===== src/verilog/dds_port_pkg.sv =====
// Purpose: Constants shared by the serial write port of the synthesizer.
// Assumes: core_clk at 100 MHz samples the serial link pins.
// Notes:   Word layout is control nibble, address nibble, data byte.
//
// How it works
// - Each low period of frame select carries exactly one sixteen-bit word, loaded once the frame ends.
// - The shift clock runs at 40 MHz at most and the port captures correctly up to that rate.
// - A shift clock that runs freely or rests high or low between frames neither corrupts nor misframes words.
// - Words travel most significant bit first and a host that shifts LSB first reorders them beforehand.
// - A register word splits into a four-bit control field, a four-bit address field and an eight-bit data field.
// - Data is stable at the falling shift-clock edge and the port samples it there.
// - Two frequency registers exist and the frequency bank select input picks the active one.
// - Two phase registers exist and the phase bank select input picks the active one.
// - The synthesizer master clock stays at or below 16 MHz.
package dds_port_pkg;

  localparam int WORD_BITS      = 16;
  localparam int CTRL_MSB       = 15;
  localparam int CTRL_LSB       = 12;
  localparam int ADDR_MSB       = 11;
  localparam int ADDR_LSB       = 8;
  localparam int DATA_MSB       = 7;
  localparam int DATA_LSB       = 0;
  localparam int BIT_CNT_W      = 5;
  localparam int CORE_CLK_MHZ   = 100;
  localparam int SCLK_MAX_MHZ   = 40;
  localparam int MCLK_MAX_MHZ   = 16;
  localparam int SYNC_STAGES    = 2;
  localparam int BUF_DEPTH      = 2;

  // Address map of the bank registers and the control register within a word's address field.
  localparam logic [3:0] ADDR_FREQ0  = 4'h0;
  localparam logic [3:0] ADDR_FREQ1  = 4'h1;
  localparam logic [3:0] ADDR_PHASE0 = 4'h2;
  localparam logic [3:0] ADDR_PHASE1 = 4'h3;
  localparam logic [3:0] ADDR_CTRL   = 4'h4;

  localparam logic [15:0] WORD_RESET = 16'h0000;

  typedef enum logic [2:0] {
    ST_IDLE  = 3'b001,
    ST_SHIFT = 3'b010,
    ST_DONE  = 3'b100
  } frame_state_t;

endpackage


===== src/verilog/word_buffer.sv =====
// Purpose: Two-entry buffer carrying received words from the shifter to the registers.
// Assumes: One clock, valid/ready on both sides.
// Notes:   Read data come from a register; full and empty are exact.
`timescale 1ns/10ps
module word_buffer #(
  parameter int WIDTH = 16,
  parameter int DEPTH = 2
) (
  // Clock and reset
  input  wire logic             core_clk,
  input  wire logic             rstn,
  // Filling side
  input  wire logic             in_valid,
  output logic                  in_ready,
  input  wire logic [WIDTH-1:0] in_data,
  // Draining side
  output logic                  out_valid,
  input  wire logic             out_ready,
  output logic      [WIDTH-1:0] out_data
);

  localparam int PW = $clog2(DEPTH);

  logic [WIDTH-1:0] mem_r [DEPTH];
  logic [PW-1:0]    wr_ptr_r;
  logic [PW-1:0]    rd_ptr_r;
  logic [PW:0]      count_r;
  logic             push;
  logic             pop;

  function automatic logic [PW-1:0] bump(input logic [PW-1:0] p);
    bump = (p == PW'(DEPTH - 1)) ? '0 : PW'(p + 1'b1);
  endfunction

  assign in_ready  = (count_r != (PW+1)'(DEPTH));
  assign out_valid = (count_r != '0);
  assign push      = in_valid && in_ready;
  assign pop       = out_valid && out_ready;
  assign out_data  = mem_r[rd_ptr_r];

  always_ff @(posedge core_clk or negedge rstn) begin
    if (!rstn) begin
      wr_ptr_r <= '0;
      rd_ptr_r <= '0;
      count_r  <= '0;
      for (int i = 0; i < DEPTH; i++) begin
        mem_r[i] <= '0;
      end
    end else begin
      if (push) begin
        mem_r[wr_ptr_r] <= in_data;
        wr_ptr_r        <= bump(wr_ptr_r);
      end
      if (pop) begin
        rd_ptr_r <= bump(rd_ptr_r);
      end
      count_r <= count_r + (PW+1)'(push) - (PW+1)'(pop);
    end
  end

endmodule


===== src/verilog/dds_serial_write_port.sv =====
// Purpose: Receives sixteen-bit words over the three-wire link and loads the bank registers.
// Assumes: core_clk at 100 MHz oversamples the shift clock (40 MHz at most).
// Notes:   All link pins are synchronised before use; outputs are registered.
`timescale 1ns/10ps
module dds_serial_write_port
  import dds_port_pkg::*;
#(
  parameter int FREQ_W  = 28,
  parameter int PHASE_W = 12
) (
  // Clock and reset
  input  wire logic                      core_clk,
  input  wire logic                      rstn,
  // Serial link
  input  wire logic                      frame_select_n,
  input  wire logic                      serial_clk,
  input  wire logic                      serial_data_in,
  // Bank selection pins
  input  wire logic                      freq_bank_select,
  input  wire logic                      phase_bank_select,
  // Received words
  output logic      [dds_port_pkg::WORD_BITS-1:0] word_out,
  output logic                           word_strobe,
  // Active tuning words, control byte and frame drop flag
  output logic      [FREQ_W-1:0]         freq_word,
  output logic      [PHASE_W-1:0]        phase_word,
  output logic      [7:0]                ctrl_byte,
  output logic                           frame_drop
);

  import dds_port_pkg::*;

  // ----------------------------------------------------------------
  // Pin synchronisers
  // ----------------------------------------------------------------
  logic [SYNC_STAGES-1:0] fs_sync_r;
  logic [SYNC_STAGES-1:0] ck_sync_r;
  logic [SYNC_STAGES-1:0] sd_sync_r;
  logic [SYNC_STAGES-1:0] fb_sync_r;
  logic [SYNC_STAGES-1:0] pb_sync_r;
  logic                   ck_prev_r;
  logic                   sd_prev_r;

  always_ff @(posedge core_clk or negedge rstn) begin
    if (!rstn) begin
      fs_sync_r <= '1;
      ck_sync_r <= '1;
      sd_sync_r <= '0;
      fb_sync_r <= '0;
      pb_sync_r <= '0;
      ck_prev_r <= 1'b1;
      sd_prev_r <= 1'b0;
    end else begin
      fs_sync_r <= {fs_sync_r[0], frame_select_n};
      ck_sync_r <= {ck_sync_r[0], serial_clk};
      sd_sync_r <= {sd_sync_r[0], serial_data_in};
      fb_sync_r <= {fb_sync_r[0], freq_bank_select};
      pb_sync_r <= {pb_sync_r[0], phase_bank_select};
      ck_prev_r <= ck_sync_r[1];
      sd_prev_r <= sd_sync_r[1];
    end
  end

  wire frame_low = !fs_sync_r[1];
  wire ck_fall   = ck_prev_r && !ck_sync_r[1];
  // Data is taken one sample late so it lines up with the delayed clock edge.
  wire sample_d  = sd_prev_r;

  // ----------------------------------------------------------------
  // Frame state machine and shifter
  // ----------------------------------------------------------------
  frame_state_t           state_r;
  frame_state_t           state_nxt;
  logic [WORD_BITS-1:0]   shift_r;
  logic [BIT_CNT_W-1:0]   bit_cnt_r;
  logic                   buf_in_valid;
  logic                   buf_in_ready;
  logic                   buf_out_valid;
  logic [WORD_BITS-1:0]   buf_out_data;
  logic                   drop_r;

  wire word_full = (bit_cnt_r == BIT_CNT_W'(WORD_BITS));
  // Only falling edges inside a low frame count, so idle clock levels are harmless.
  wire take_bit  = (state_r == ST_SHIFT) && frame_low && ck_fall && !word_full;

  always_comb begin
    state_nxt = state_r;
    case (state_r)
      ST_IDLE:  if (frame_low) state_nxt = ST_SHIFT;
      ST_SHIFT: if (!frame_low) state_nxt = word_full ? ST_DONE : ST_IDLE;
      ST_DONE:  if (buf_in_ready) state_nxt = ST_IDLE;
      default:  state_nxt = ST_IDLE;
    endcase
  end

  assign buf_in_valid = (state_r == ST_DONE);

  always_ff @(posedge core_clk or negedge rstn) begin
    if (!rstn) begin
      state_r   <= ST_IDLE;
      shift_r   <= WORD_RESET;
      bit_cnt_r <= '0;
      drop_r    <= 1'b0;
    end else begin
      state_r <= state_nxt;
      drop_r  <= (state_r == ST_SHIFT) && !frame_low && !word_full;
      if (state_r == ST_IDLE) begin
        bit_cnt_r <= '0;
      end else if (take_bit) begin
        shift_r   <= {shift_r[WORD_BITS-2:0], sample_d};
        bit_cnt_r <= bit_cnt_r + 1'b1;
      end
    end
  end

  // ----------------------------------------------------------------
  // Drain pacing
  // ----------------------------------------------------------------
  // A word leaves the buffer only after the previous one has stood long enough
  // for a master clock of at most 16 MHz to sample it; faster words wait instead of being lost.
  localparam int HOLD_CYCLES = (CORE_CLK_MHZ + MCLK_MAX_MHZ - 1) / MCLK_MAX_MHZ;

  logic [3:0] hold_cnt_r;

  wire drain_ok  = (hold_cnt_r == 4'h0);
  wire load_word = buf_out_valid && drain_ok;

  always_ff @(posedge core_clk or negedge rstn) begin
    if (!rstn) begin
      hold_cnt_r <= 4'h0;
    end else if (load_word) begin
      hold_cnt_r <= 4'(HOLD_CYCLES - 1);
    end else if (!drain_ok) begin
      hold_cnt_r <= hold_cnt_r - 4'h1;
    end
  end

  word_buffer #(
    .WIDTH (WORD_BITS),
    .DEPTH (BUF_DEPTH)
  ) u_buf (
    .core_clk  (core_clk),
    .rstn      (rstn),
    .in_valid  (buf_in_valid),
    .in_ready  (buf_in_ready),
    .in_data   (shift_r),
    .out_valid (buf_out_valid),
    .out_ready (drain_ok),
    .out_data  (buf_out_data)
  );

  // ----------------------------------------------------------------
  // Word decode and bank registers
  // ----------------------------------------------------------------
  logic [FREQ_W-1:0]  freq0_r;
  logic [FREQ_W-1:0]  freq1_r;
  logic [PHASE_W-1:0] phase0_r;
  logic [PHASE_W-1:0] phase1_r;
  logic [7:0]         ctrl_r;

  wire [3:0] w_ctrl = buf_out_data[CTRL_MSB:CTRL_LSB];
  wire [3:0] w_addr = buf_out_data[ADDR_MSB:ADDR_LSB];
  wire [7:0] w_data = buf_out_data[DATA_MSB:DATA_LSB];

  // Control nibble picks which byte lane of a wide bank register is written.
  function automatic logic [31:0] put_byte(input logic [31:0] old, input logic [3:0] lane,
                                           input logic [7:0] b);
    logic [31:0] r;
    r = old;
    r[{lane[1:0], 3'b000} +: 8] = b;
    put_byte = r;
  endfunction

  // Unmapped addresses enable no register, so such words only show on word_out.
  wire wr_freq0  = load_word && (w_addr == ADDR_FREQ0);
  wire wr_freq1  = load_word && (w_addr == ADDR_FREQ1);
  wire wr_phase0 = load_word && (w_addr == ADDR_PHASE0);
  wire wr_phase1 = load_word && (w_addr == ADDR_PHASE1);
  wire wr_ctrl   = load_word && (w_addr == ADDR_CTRL);

  wire [FREQ_W-1:0]  freq0_nxt  = FREQ_W'(put_byte(32'(freq0_r), w_ctrl, w_data));
  wire [FREQ_W-1:0]  freq1_nxt  = FREQ_W'(put_byte(32'(freq1_r), w_ctrl, w_data));
  wire [PHASE_W-1:0] phase0_nxt = PHASE_W'(put_byte(32'(phase0_r), w_ctrl, w_data));
  wire [PHASE_W-1:0] phase1_nxt = PHASE_W'(put_byte(32'(phase1_r), w_ctrl, w_data));

  always_ff @(posedge core_clk or negedge rstn) begin
    if (!rstn) begin
      freq0_r  <= '0;
      freq1_r  <= '0;
      phase0_r <= '0;
      phase1_r <= '0;
      ctrl_r   <= '0;
    end else begin
      if (wr_freq0) begin
        freq0_r <= freq0_nxt;
      end
      if (wr_freq1) begin
        freq1_r <= freq1_nxt;
      end
      if (wr_phase0) begin
        phase0_r <= phase0_nxt;
      end
      if (wr_phase1) begin
        phase1_r <= phase1_nxt;
      end
      if (wr_ctrl) begin
        ctrl_r <= w_data;
      end
    end
  end

  // Bank pins pick the active tuning words once they are synchronised.
  wire [FREQ_W-1:0]  freq_sel  = fb_sync_r[1] ? freq1_r : freq0_r;
  wire [PHASE_W-1:0] phase_sel = pb_sync_r[1] ? phase1_r : phase0_r;

  // ----------------------------------------------------------------
  // Registered outputs
  // ----------------------------------------------------------------
  always_ff @(posedge core_clk or negedge rstn) begin
    if (!rstn) begin
      word_out    <= WORD_RESET;
      word_strobe <= 1'b0;
      freq_word   <= '0;
      phase_word  <= '0;
      ctrl_byte   <= '0;
      frame_drop  <= 1'b0;
    end else begin
      word_strobe <= load_word;
      if (load_word) begin
        word_out <= buf_out_data;
      end
      freq_word  <= freq_sel;
      phase_word <= phase_sel;
      ctrl_byte  <= ctrl_r;
      frame_drop <= drop_r;
    end
  end

endmodule


===== config.mk =====
export PLATFORM = sky130hd
export DESIGN_NAME = dds_serial_write_port
export DESIGN_NICKNAME = d
export VERILOG_FILES = /design/src/verilog/dds_port_pkg.sv /design/src/verilog/word_buffer.sv /design/src/verilog/dds_serial_write_port.sv
export SDC_FILE = /design/constraint.sdc
export NUM_CORES = 1
export LEC_CHECK = 0
export BUFFER_PORTS_ARGS = -buffer_cell sky130_fd_sc_hd__buf_2
export CAP_MARGIN = 40
export CELL_PAD_IN_SITES_DETAIL_PLACEMENT = 0
export CELL_PAD_IN_SITES_GLOBAL_PLACEMENT = 1
export CORE_UTILIZATION = 50
export CTS_CLUSTER_DIAMETER = 100
export CTS_CLUSTER_SIZE = 40
export DETAILED_ROUTE_END_ITERATION = 12
export PLACE_DENSITY_LB_ADDON = 0.3
export SLEW_MARGIN = 40
export SYNTH_ARGS = -nofsm -noshare
export SYNTH_HDL_FRONTEND = slang
export SYNTH_SLANG_ARGS = --single-unit

===== constraint.sdc =====
create_clock -name core_clk -period 3.1 [get_ports core_clk]
set_input_delay 0.62 -clock core_clk [delete_from_list [all_inputs] [get_ports core_clk]]
set_output_delay 0.62 -clock core_clk [all_outputs]
set_load 0.01 [all_outputs]

==> run summary, run 1 <==
WL met1: 7790 microns
Clock Path Buffers: 3
Reg clk slew, reported paths: 0.13 ns
FMAX: 406 MHz
EDFF count, synth: 0
WP data arrival: 2.84 ns
Post-CTS Setup Inserts: 0
Core area: 0.0180 sq mm
Period utilization: 0.795
Library cells used by synthesis: 51
Port Buffers: 72
Setup TNS: 0 ns
Tot Pwr: 4690 uW
CP required: 3.48 ns
Drt via density: 5.34
Final Slew Violations: 0
Dominant cell type by area after synthesis: dfrtp_1
Setup crit end kind: flop
Number of synthesized register bits: 231
Synth cell count leaders: 225 x dfrtp_1, 166 x mux2_2, 30 x nand2_1
I/O Pins: 73
Crit-path max FO: 8
RSZ-0062 raised after global routing: false
Sequential area share after synthesis: 0.632
Final WL: 16,700 microns
RD Place Congestion: 0.743
Clock Sinks: 231
Final design utilization: 0.563
Max H-tree Level: 1
Die H: 137 microns
Clk_lat worst skew: 0.48 ns
Clock Skew: 0.0167 ns
Top sig layer: met4
DR WL met3: 463 microns
Post-CTS Hold Buffers: 0
Antenna violation net count after detailed routing: 0
Die X: 137 microns
Dpl cells: 917
Min-delay worst type: input pin to async pin
Synth Area per Inst: 14.8 sq um
Top FF cell, synth: dfrtp_1
Async S/R FF share, synth: 1.00
Final hold vios: 0
Initial core utilization: 0.510
Fin crit period: 2.46 ns
Max-slew headroom: 0.501
Peak supply drop: 0.502 mV
Nets: 716
Vias in the first global route: 5,203
Via count: 4,951
Status: complete, no violations
Crit start category: flop
Area contributors post-synth: dfrtp_1 62%, mux2_2 20%, mux2i_1 2.3%
Cells after Synth: 618
Root Buffer: clkbuf_16
Total of max-cap violations: 0
Kind of critical path: flop to flop
CTS tree: yes
WL/cell: 18.0 microns
Syn nets: 635
PwrDens: 464 mW/mm^2
Share of layout cells above drive strength 1: 0.428
Slew @ Worst Pin: 0.746 ns
Fin cells: 927
Largest net degree at the start of global routing: 81
DRT iter0 DRCs: 222
GRT Total Usage: 0.189
Row cnt: 49
PnR worst setup slack: 0.637 ns
Clock buffer count from CTS: 9
First-pass GRT wire length: 27,500 microns
Met2 WL: 8260 microns
Post-DP HPWL: 11,500 microns
Leak: 0.00515 uW
Initial antenna violation count: 0
Post-CTS Resized: 0
Most frequent cell after synthesis: dfrtp_1
Area growth, synth to finish: 10.5%
Final setup fails: 0
Pre-antenna DRT Iters: 4
Synth Cell Area: 0.00915 sq mm
Synth top area share: 0.615
Die area: 0.0189 sq mm
Gr ovfl total: 0
Residual DRC count: 0
Yosys warning count: 0
Worst slack at placement: 0.635 ns
ANT cells: 0
==> metal layers <==
metal,vias to the layer above,GRT usage
li1,2305,-
met1,2571,0.267
met2,63,0.318
met3,12,0.0221
met4,0,0.0317
met5,-,0
==> where the power goes <==
part | leakage [uW] | total (uW) | internal, uW | switching (uW)
logic | 0.00184 | 175 | 65.6 | 109
registers | 0.00319 | 3110 | 3060 | 50.1
clock network | 0.000117 | 1410 | 540 | 868
==> registers in the layout, summed over array words and instances (netlist names), 3 cells and up <==
name / cells
hold_cnt_r: 4
phase1_r: 12
word_out: 16
freq1_r: 28
bit_cnt_r: 5
ctrl_byte: 8
freq_word: 28
phase_word: 12
state_r: 3
phase0_r: 12
freq0_r: 28
shift_r: 16
ctrl_r: 8
u_buf.mem_r: 32
==> critical path, stage by stage (launching register included) <==
cell and delay [ns]:
dfrtp_1 0.47, mux2i_1 0.41, ha_1 0.38, nand3_2 0.25, nor3_4 0.47, mux2_2 0.39
==> kinds of logic after synthesis <==
family / share of synthesized area
DFF: 0.632
muxes: 0.234
and+or+nand+nor: 0.0753
buffers and inverters: 0.0157
AOI/OAI and AO/OA: 0.0227
adders and majority gates: 0.0137
xor gates and xnor gates: 0.00670
==> per-stage QoR <==
step / hold WS, ns / area, sq um
after floorplan: 0.324 / 9150
final: 0.104 / 10100
after global routing: 0.149 / 10100
after CTS: 0.122 / 10100
after global placement: 0.332 / 9870
after detailed placement: 0.336 / 9870
==> final timing paths <==
path                                startpoint  cells after the start             end  slack, ns
worst max register to register  u_buf.rd_ptr_r                      5     phase1_r[3]       0.64
worst min register to register    sd_sync_r[0]                      0    sd_sync_r[1]       0.36
max in group asynchronous                 rstn                      2  u_buf.wr_ptr_r       2.21
worst max-delay path            u_buf.rd_ptr_r                      5     phase1_r[3]       0.64
worst min-delay path                      rstn                      1    ctrl_byte[0]       0.10
min in group core_clk           frame_select_n                      1    fs_sync_r[0]       0.23
==> placed cells by master, fill, tap and decap left out, types with 6 or more instances in the layout <==
| cell type | Yosys | routed |
|---|---|---|
| nor3_2 | 6 | 6 |
| mux2_2 | 166 | 166 |
| o21ai_0 | 18 | 18 |
| mux2i_1 | 21 | 19 |
| dfstp_2 | 6 | 6 |
| nor2_1 | 29 | 29 |
| buf_4 | 0 | 13 |
| buf_2 | 7 | 71 |
| inv_1 | 16 | 16 |
| ha_1 | 10 | 10 |
| nor3_1 | 9 | 9 |
| clkbuf_16 | 0 | 9 |
| dfrtp_1 | 225 | 225 |
| nand2_1 | 30 | 30 |
==> final cells by class <==
type / instances / area, sq um
clock buffer: 9 / 225
clock inverter: 1 / 11.3
fill: 1473 / 7850
inverter: 17 / 63.8
multi-input combinational: 353 / 3230
sequential: 231 / 5790
tap: 229 / 287
timing repair buffer: 87 / 508
Note: power is estimated with default switching activity, not from simulation.
==> inputs of run 2 (changes only) <==
--- a/config.mk
+++ b/config.mk
@@ -9,7 +9,7 @@
 export CAP_MARGIN = 40
 export CELL_PAD_IN_SITES_DETAIL_PLACEMENT = 0
 export CELL_PAD_IN_SITES_GLOBAL_PLACEMENT = 1
-export CORE_UTILIZATION = 50
+export CORE_UTILIZATION = 45
 export CTS_CLUSTER_DIAMETER = 100
 export CTS_CLUSTER_SIZE = 40
 export DETAILED_ROUTE_END_ITERATION = 12
==> constraint.sdc (replaced) <==
create_clock -name core_clk -period 2.1 [get_ports core_clk]
set_input_delay 0.42 -clock core_clk [delete_from_list [all_inputs] [get_ports core_clk]]
set_output_delay 0.42 -clock core_clk [all_outputs]
set_load 0.01 [all_outputs]
==> run summary, run 2 (synthesis results as in run 1) <==
Fin crit period: 2.13 ns (-0.333 ns)
Max reg flops: 32 (unchanged)
Die area: 0.0209 sq mm (+11%)
WL/cell: 17.8 microns (-1.1%)
Most common cell after layout, fill and taps aside: dfrtp_1
I/O Pins: 73 (unchanged)
Peak supply drop: 0.479 mV (-4.7%)
Clock Path Buffers: 3 (unchanged)
Vias in the first global route: 5,364 (+3.1%)
DRT iter0 DRCs: 195 (-12%)
Core area: 0.0197 sq mm (+9.8%)
CP required: 2.52 ns (-0.96 ns)
Leak: 0.00546 uW (+6.0%)
Top reg by flops: u_buf.mem_r
ANT cells: 0 (unchanged)
Nets: 758 (+5.9%)
Initial core utilization: 0.464 (-0.0453)
WP data arrival: 2.55 ns (-0.29 ns)
Port Buffers: 72 (unchanged)
Final WL: 17,900 microns (+7.4%)
Hold-critical path depth: 1
Period utilization: 1.01 (+0.220)
Crit-path max FO: 8 (unchanged)
Row cnt: 51 (+4.1%)
Share of layout cells above drive strength 1: 0.495 (+0.0662)
Violated checks: negative setup slack
Die H: 145 microns (+5.3%)
PnR worst setup slack: -0.0296 ns (-0.667 ns)
Register area: 0.00579 sq mm (about the same)
FILL cells: 1,572 (+6.7%)
Max H-tree Level: 1 (unchanged)
GRT Total Usage: 0.178 (-0.0107)
Status: complete, but fails checks
Initial antenna violation count: 0 (unchanged)
Drt via density: 5.08 (-5.0%)
Via count: 5,111 (+3.2%)
Post-DP HPWL: 12,200 microns (+5.8%)
First-pass GRT wire length: 28,600 microns (+4.2%)
Kind of critical path: flop to flop
Max-slew headroom: 0.652 (+0.151)
PwrDens: 630 mW/mm^2 (+36%)
Clk_lat worst skew: 0.48 ns (about the same)
Setup TNS: -0.239 ns (-0.239 ns)
Final Slew Violations: 0 (unchanged)
Area of the multi-input gates: 0.00360 sq mm (+11%)
Final hold vios: 0 (unchanged)
Clock Skew: 0.0193 ns (+0.00258 ns)
Setup crit end kind: flop
Total of max-cap violations: 0 (unchanged)
Clock buffer count from CTS: 9 (unchanged)
Final setup fails: 16 (+16)
Root Buffer: clkbuf_16
Reg2reg path depth: 7 (+2)
Residual DRC count: 0 (unchanged)
Clock Sinks: 231 (unchanged)
Crit start category: flop
Worst Hold Launch: frame_select_n
Slew @ Worst Pin: 0.522 ns (-0.224 ns)
RD Place Congestion: 0.767 (+3.2%)
Antenna violation net count after detailed routing: 0 (unchanged)
Largest net degree at the start of global routing: 65 (-20%)
Die X: 145 microns (+5.3%)
RR Startpoint: u_buf.rd_ptr_r
Area growth, synth to finish: 20.3%
RSZ-0062 raised after global routing: true
Min-delay worst type: input pin to flop
Gr ovfl total: 0 (unchanged)
CTS tree: yes
Most frequent cells in the layout: 224 x dfrtp_1, 128 x mux2_2, 71 x buf_2
Crit path from: u_buf.rd_ptr_r
FMAX: 470 MHz (+16%)
Pre-antenna DRT Iters: 4 (unchanged)
Worst slack at placement: -0.135 ns (-0.770 ns)
Reg clk slew, reported paths: 0.14 ns (about the same)
[run 2: cell types whose count changed in the layout (fill, tap and decap cells not counted), moves of 6 or more]
cell	delta
nor2_1	-10
mux2_2	-38
buf_4	+24
mux2_4	+40
buf_12	+11
buf_6	+6
[run 2: final timing paths]
kind                       slack (ns)        endpoint
max in group asynchronous        1.03  u_buf.mem_r[3]
min in group asynchronous        0.42    ctrl_byte[5]
max reg2reg                     -0.03     freq1_r[22]
min reg2reg                      0.35    ck_sync_r[1]
max                             -0.03     freq1_r[22]
min                              0.03    fs_sync_r[0]
[run 2: cell type report]
class / instances / share of cell area
Clock buffer: 10 / 0.0208
Multi-Input combinational cell: 353 / 0.327
Timing Repair Buffer: 129 / 0.0895
Inverter: 17 / 0.00580
Sequential cell: 231 / 0.526
Tap cell: 265 / 0.0301
Clock inverter: 2 / 0.00125
[run 2: where the power goes]
part	switching [uW]	internal, uW
registers	72.1	4510
clock network	1280	802
logic	168	103
total	1520	5420
[run 2: through the flow]
stage               std cells  total power [uW]  hold WS (ns)  cell area, sq um  utilization
floorplan                 618              4790         0.124              9230            -
global placement          979              4930         0.333             10200        0.520
detailed placement        979              4950         0.336             10200        0.520
CTS                       996              7030        0.0169             10600        0.536
global route             1007              7230        0.0104             11000        0.558
finish                   1007              6940        0.0341             11000        0.558
[run 2: worst max-delay path, cell delays in order (launching register included)]
cell	delay (ns)
dfrtp_2	0.47
buf_12	0.14
mux2i_4	0.21
buf_6	0.14
ha_4	0.17
or4b_4	0.63
nor2_4	0.15
mux2_2	0.15
[run 2: timing repair]
action	4_1_cts	5_1_grt
pin swaps	1	15
hold buffers	1	0
hold endpoints to repair	34	0
setup endpoints to repair	61	77
gates resized for setup	10	71
setup buffers	4	12
[run 2: metal layers]
layer  global-route usage  share of wire  vias up
li1                     -              -     2390
met1                0.248           0.46     2643
met2                0.302           0.50       61
met3               0.0189          0.022       17
met4               0.0360          0.014        0
met5                    0              0        -
==> inputs of run 3 (changes only) <==
--- a/config.mk
+++ b/config.mk
@@ -13,7 +13,7 @@
 export CTS_CLUSTER_DIAMETER = 100
 export CTS_CLUSTER_SIZE = 40
 export DETAILED_ROUTE_END_ITERATION = 12
-export PLACE_DENSITY_LB_ADDON = 0.3
+export PLACE_DENSITY_LB_ADDON = 0.1
 export SLEW_MARGIN = 40
 export SYNTH_ARGS = -nofsm -noshare
 export SYNTH_HDL_FRONTEND = slang
==> run summary, run 3 (synthesis results as in run 1) <==
Violated checks: negative setup slack
Crit-path max FO: 8 (unchanged)
Slew @ Worst Pin: 0.571 ns (+0.0487 ns)
FMAX: 476 MHz (+1.3%)
Clock Skew: 0.0330 ns (+0.0137 ns)
Crit path largest cell delay: 0.51 ns (-0.12 ns)
Dpl cells: 983 (+0.41%)
Initial core utilization: 0.464 (unchanged)
Kind of critical path: flop to flop
Max-slew headroom: 0.620 (-0.0325)
Core area: 0.0197 sq mm (unchanged)
PwrDens: 667 mW/mm^2 (+5.8%)
DRT iter0 DRCs: 175 (-10%)
Min-delay worst type: input pin to flop
Register area: 0.00579 sq mm (unchanged)
Residual DRC count: 0 (unchanged)
Peak supply drop: 0.540 mV (+13%)
Status: complete, but fails checks
Final WL: 17,800 microns (-0.80%)
Setup crit end kind: flop
Clk_lat worst skew: 0.49 ns (about the same)
Die X: 145 microns (unchanged)
Post-DP HPWL: 12,200 microns (-0.11%)
WP data arrival: 2.53 ns (-0.02 ns)
PnR worst setup slack: -0.00234 ns (+0.0273 ns)
CTS tree: yes
Slowest cell on crit path: dfrtp_2
Leak: 0.00549 uW (+0.48%)
Crit path max-delay family: simple AND/OR/NAND/NOR gates
Period utilization: 1.00 (-0.0130)
Fin crit period: 2.10 ns (-0.0273 ns)
Area of the multi-input gates: 0.00346 sq mm (-3.7%)
Nets: 762 (+0.53%)
CP required: 2.53 ns (about the same)
Max reg flops: 32 (unchanged)
Drt via density: 5.06 (-0.24%)
Antenna violation net count after detailed routing: 0 (unchanged)
Max H-tree Level: 1 (unchanged)
Final hold vios: 0 (unchanged)
WL/cell: 17.6 microns (-1.4%)
Critical path, cell by cell: mux2i_4 -> ha_1 -> or4b_1 -> buf_4 -> nor2_2 -> mux2_2
Most common cell after layout, fill and taps aside: dfrtp_1
Final setup fails: 1 (-15)
Root Buffer: clkbuf_16
Largest net degree at the start of global routing: 67 (+3.1%)
RSZ-0062 raised after global routing: true
Most frequent cells in the layout: 224 x dfrtp_1, 151 x mux2_2, 71 x buf_2
Gr ovfl total: 0 (unchanged)
Pre-antenna DRT Iters: 4 (unchanged)
Clock Path Buffers: 3 (unchanged)
Clock buffer count from CTS: 10 (+1)
Fin cells: 1,013 (+0.60%)
Row cnt: 51 (unchanged)
Vias in the first global route: 5,376 (+0.22%)
Share of layout cells above drive strength 1: 0.499 (+0.00405)
ANT cells: 0 (unchanged)
FILL cells: 1,630 (+3.7%)
Reg clk slew, reported paths: 0.14 ns (about the same)
Clock Sinks: 231 (unchanged)
First-pass GRT wire length: 28,900 microns (+1.0%)
Final Slew Violations: 0 (unchanged)
Final design utilization: 0.558 (about the same)
Top reg by flops: u_buf.mem_r
Total of max-cap violations: 0 (unchanged)
Crit start category: flop
I/O Pins: 73 (unchanged)
Area growth, synth to finish: 20.2% (about the same)
Die area: 0.0209 sq mm (unchanged)
Die H: 145 microns (unchanged)
WP buf/inv: 1 (-1)
Initial antenna violation count: 0 (unchanged)
RD Place Congestion: 0.801 (+4.4%)
Port Buffers: 72 (unchanged)
GRT Total Usage: 0.181 (+0.00253)
Via count: 5,129 (+0.35%)
## run 3: metrics by stage
| stage | instance area [sq um] | TNS, ns | hold WS (ns) | setup WS [ns] | total power (uW) |
|---|---|---|---|---|---|
| after detailed placement | 10300 | -0.463 | 0.338 | -0.0353 | 4950 |
| after CTS | 10700 | 0 | 0.00126 | 0.00122 | 7450 |
| final | 11000 | -0.00234 | 0.0370 | -0.00234 | 7330 |
| after global placement | 10300 | -0.312 | 0.332 | -0.0340 | 4940 |
| after global routing | 11000 | -1.41 | 0.0268 | -0.0728 | 7620 |
| after floorplan | 9230 | -5.51 | 0.124 | -0.135 | 4790 |
## run 3: final cells by class
| cell class | count | share of cell area |
|---|---|---|
| Clock buffer | 12 | 0.0263 |
| Clock inverter | 3 | 0.00500 |
| Inverter | 17 | 0.00626 |
| Multi-Input combinational cell | 353 | 0.315 |
| Sequential cell | 231 | 0.526 |
| Tap cell | 265 | 0.0301 |
| Timing Repair Buffer | 132 | 0.0911 |
## run 3: where the power goes
part	switching (uW)	internal [uW]
registers	74.9	4510
logic	169	111
clock network	1420	1050
## run 3: worst paths after layout
kind / start / endpoint / slack (ns) / depth (start not counted)
max in group asynchronous: rstn / u_buf.mem_r[3] / 0.95 / 3
worst min-delay path: phase_bank_select / pb_sync_r[0] / 0.04 / 1
worst max-delay path: u_buf.rd_ptr_r / freq1_r[19] / -0.002 / 6
worst max register to register: u_buf.rd_ptr_r / freq1_r[19] / -0.002 / 6
min in group asynchronous: rstn / freq_word[17] / 0.47 / 2
worst min register to register: ck_sync_r[0] / ck_sync_r[1] / 0.36 / 0
## run 3: layer usage
layer  wire length (microns)  up-vias  global-route usage
met5                       0        -                   0
met4                     355        0              0.0454
met3                     415       18              0.0199
met2                    8610       64               0.305
met1                    8420     2654               0.249
li1                        -     2393                   -
## run 3: repair_timing
action	4_1_cts	5_1_grt
hold buffers	2	1
buffers inserted	4	8
setup endpoints to repair	76	88
pin swaps	2	6
resized for setup	12	40
endpoints found under the hold margin	58	1
## run 3: worst register-to-register path, delay by kind of cell, from the launching register on
family / cells / cell delay, ns
and+or+nand+nor: 2 / 0.58
DFF: 1 / 0.51
muxes: 2 / 0.40
adders and majority gates: 1 / 0.35
buffers and inverters: 1 / 0.20
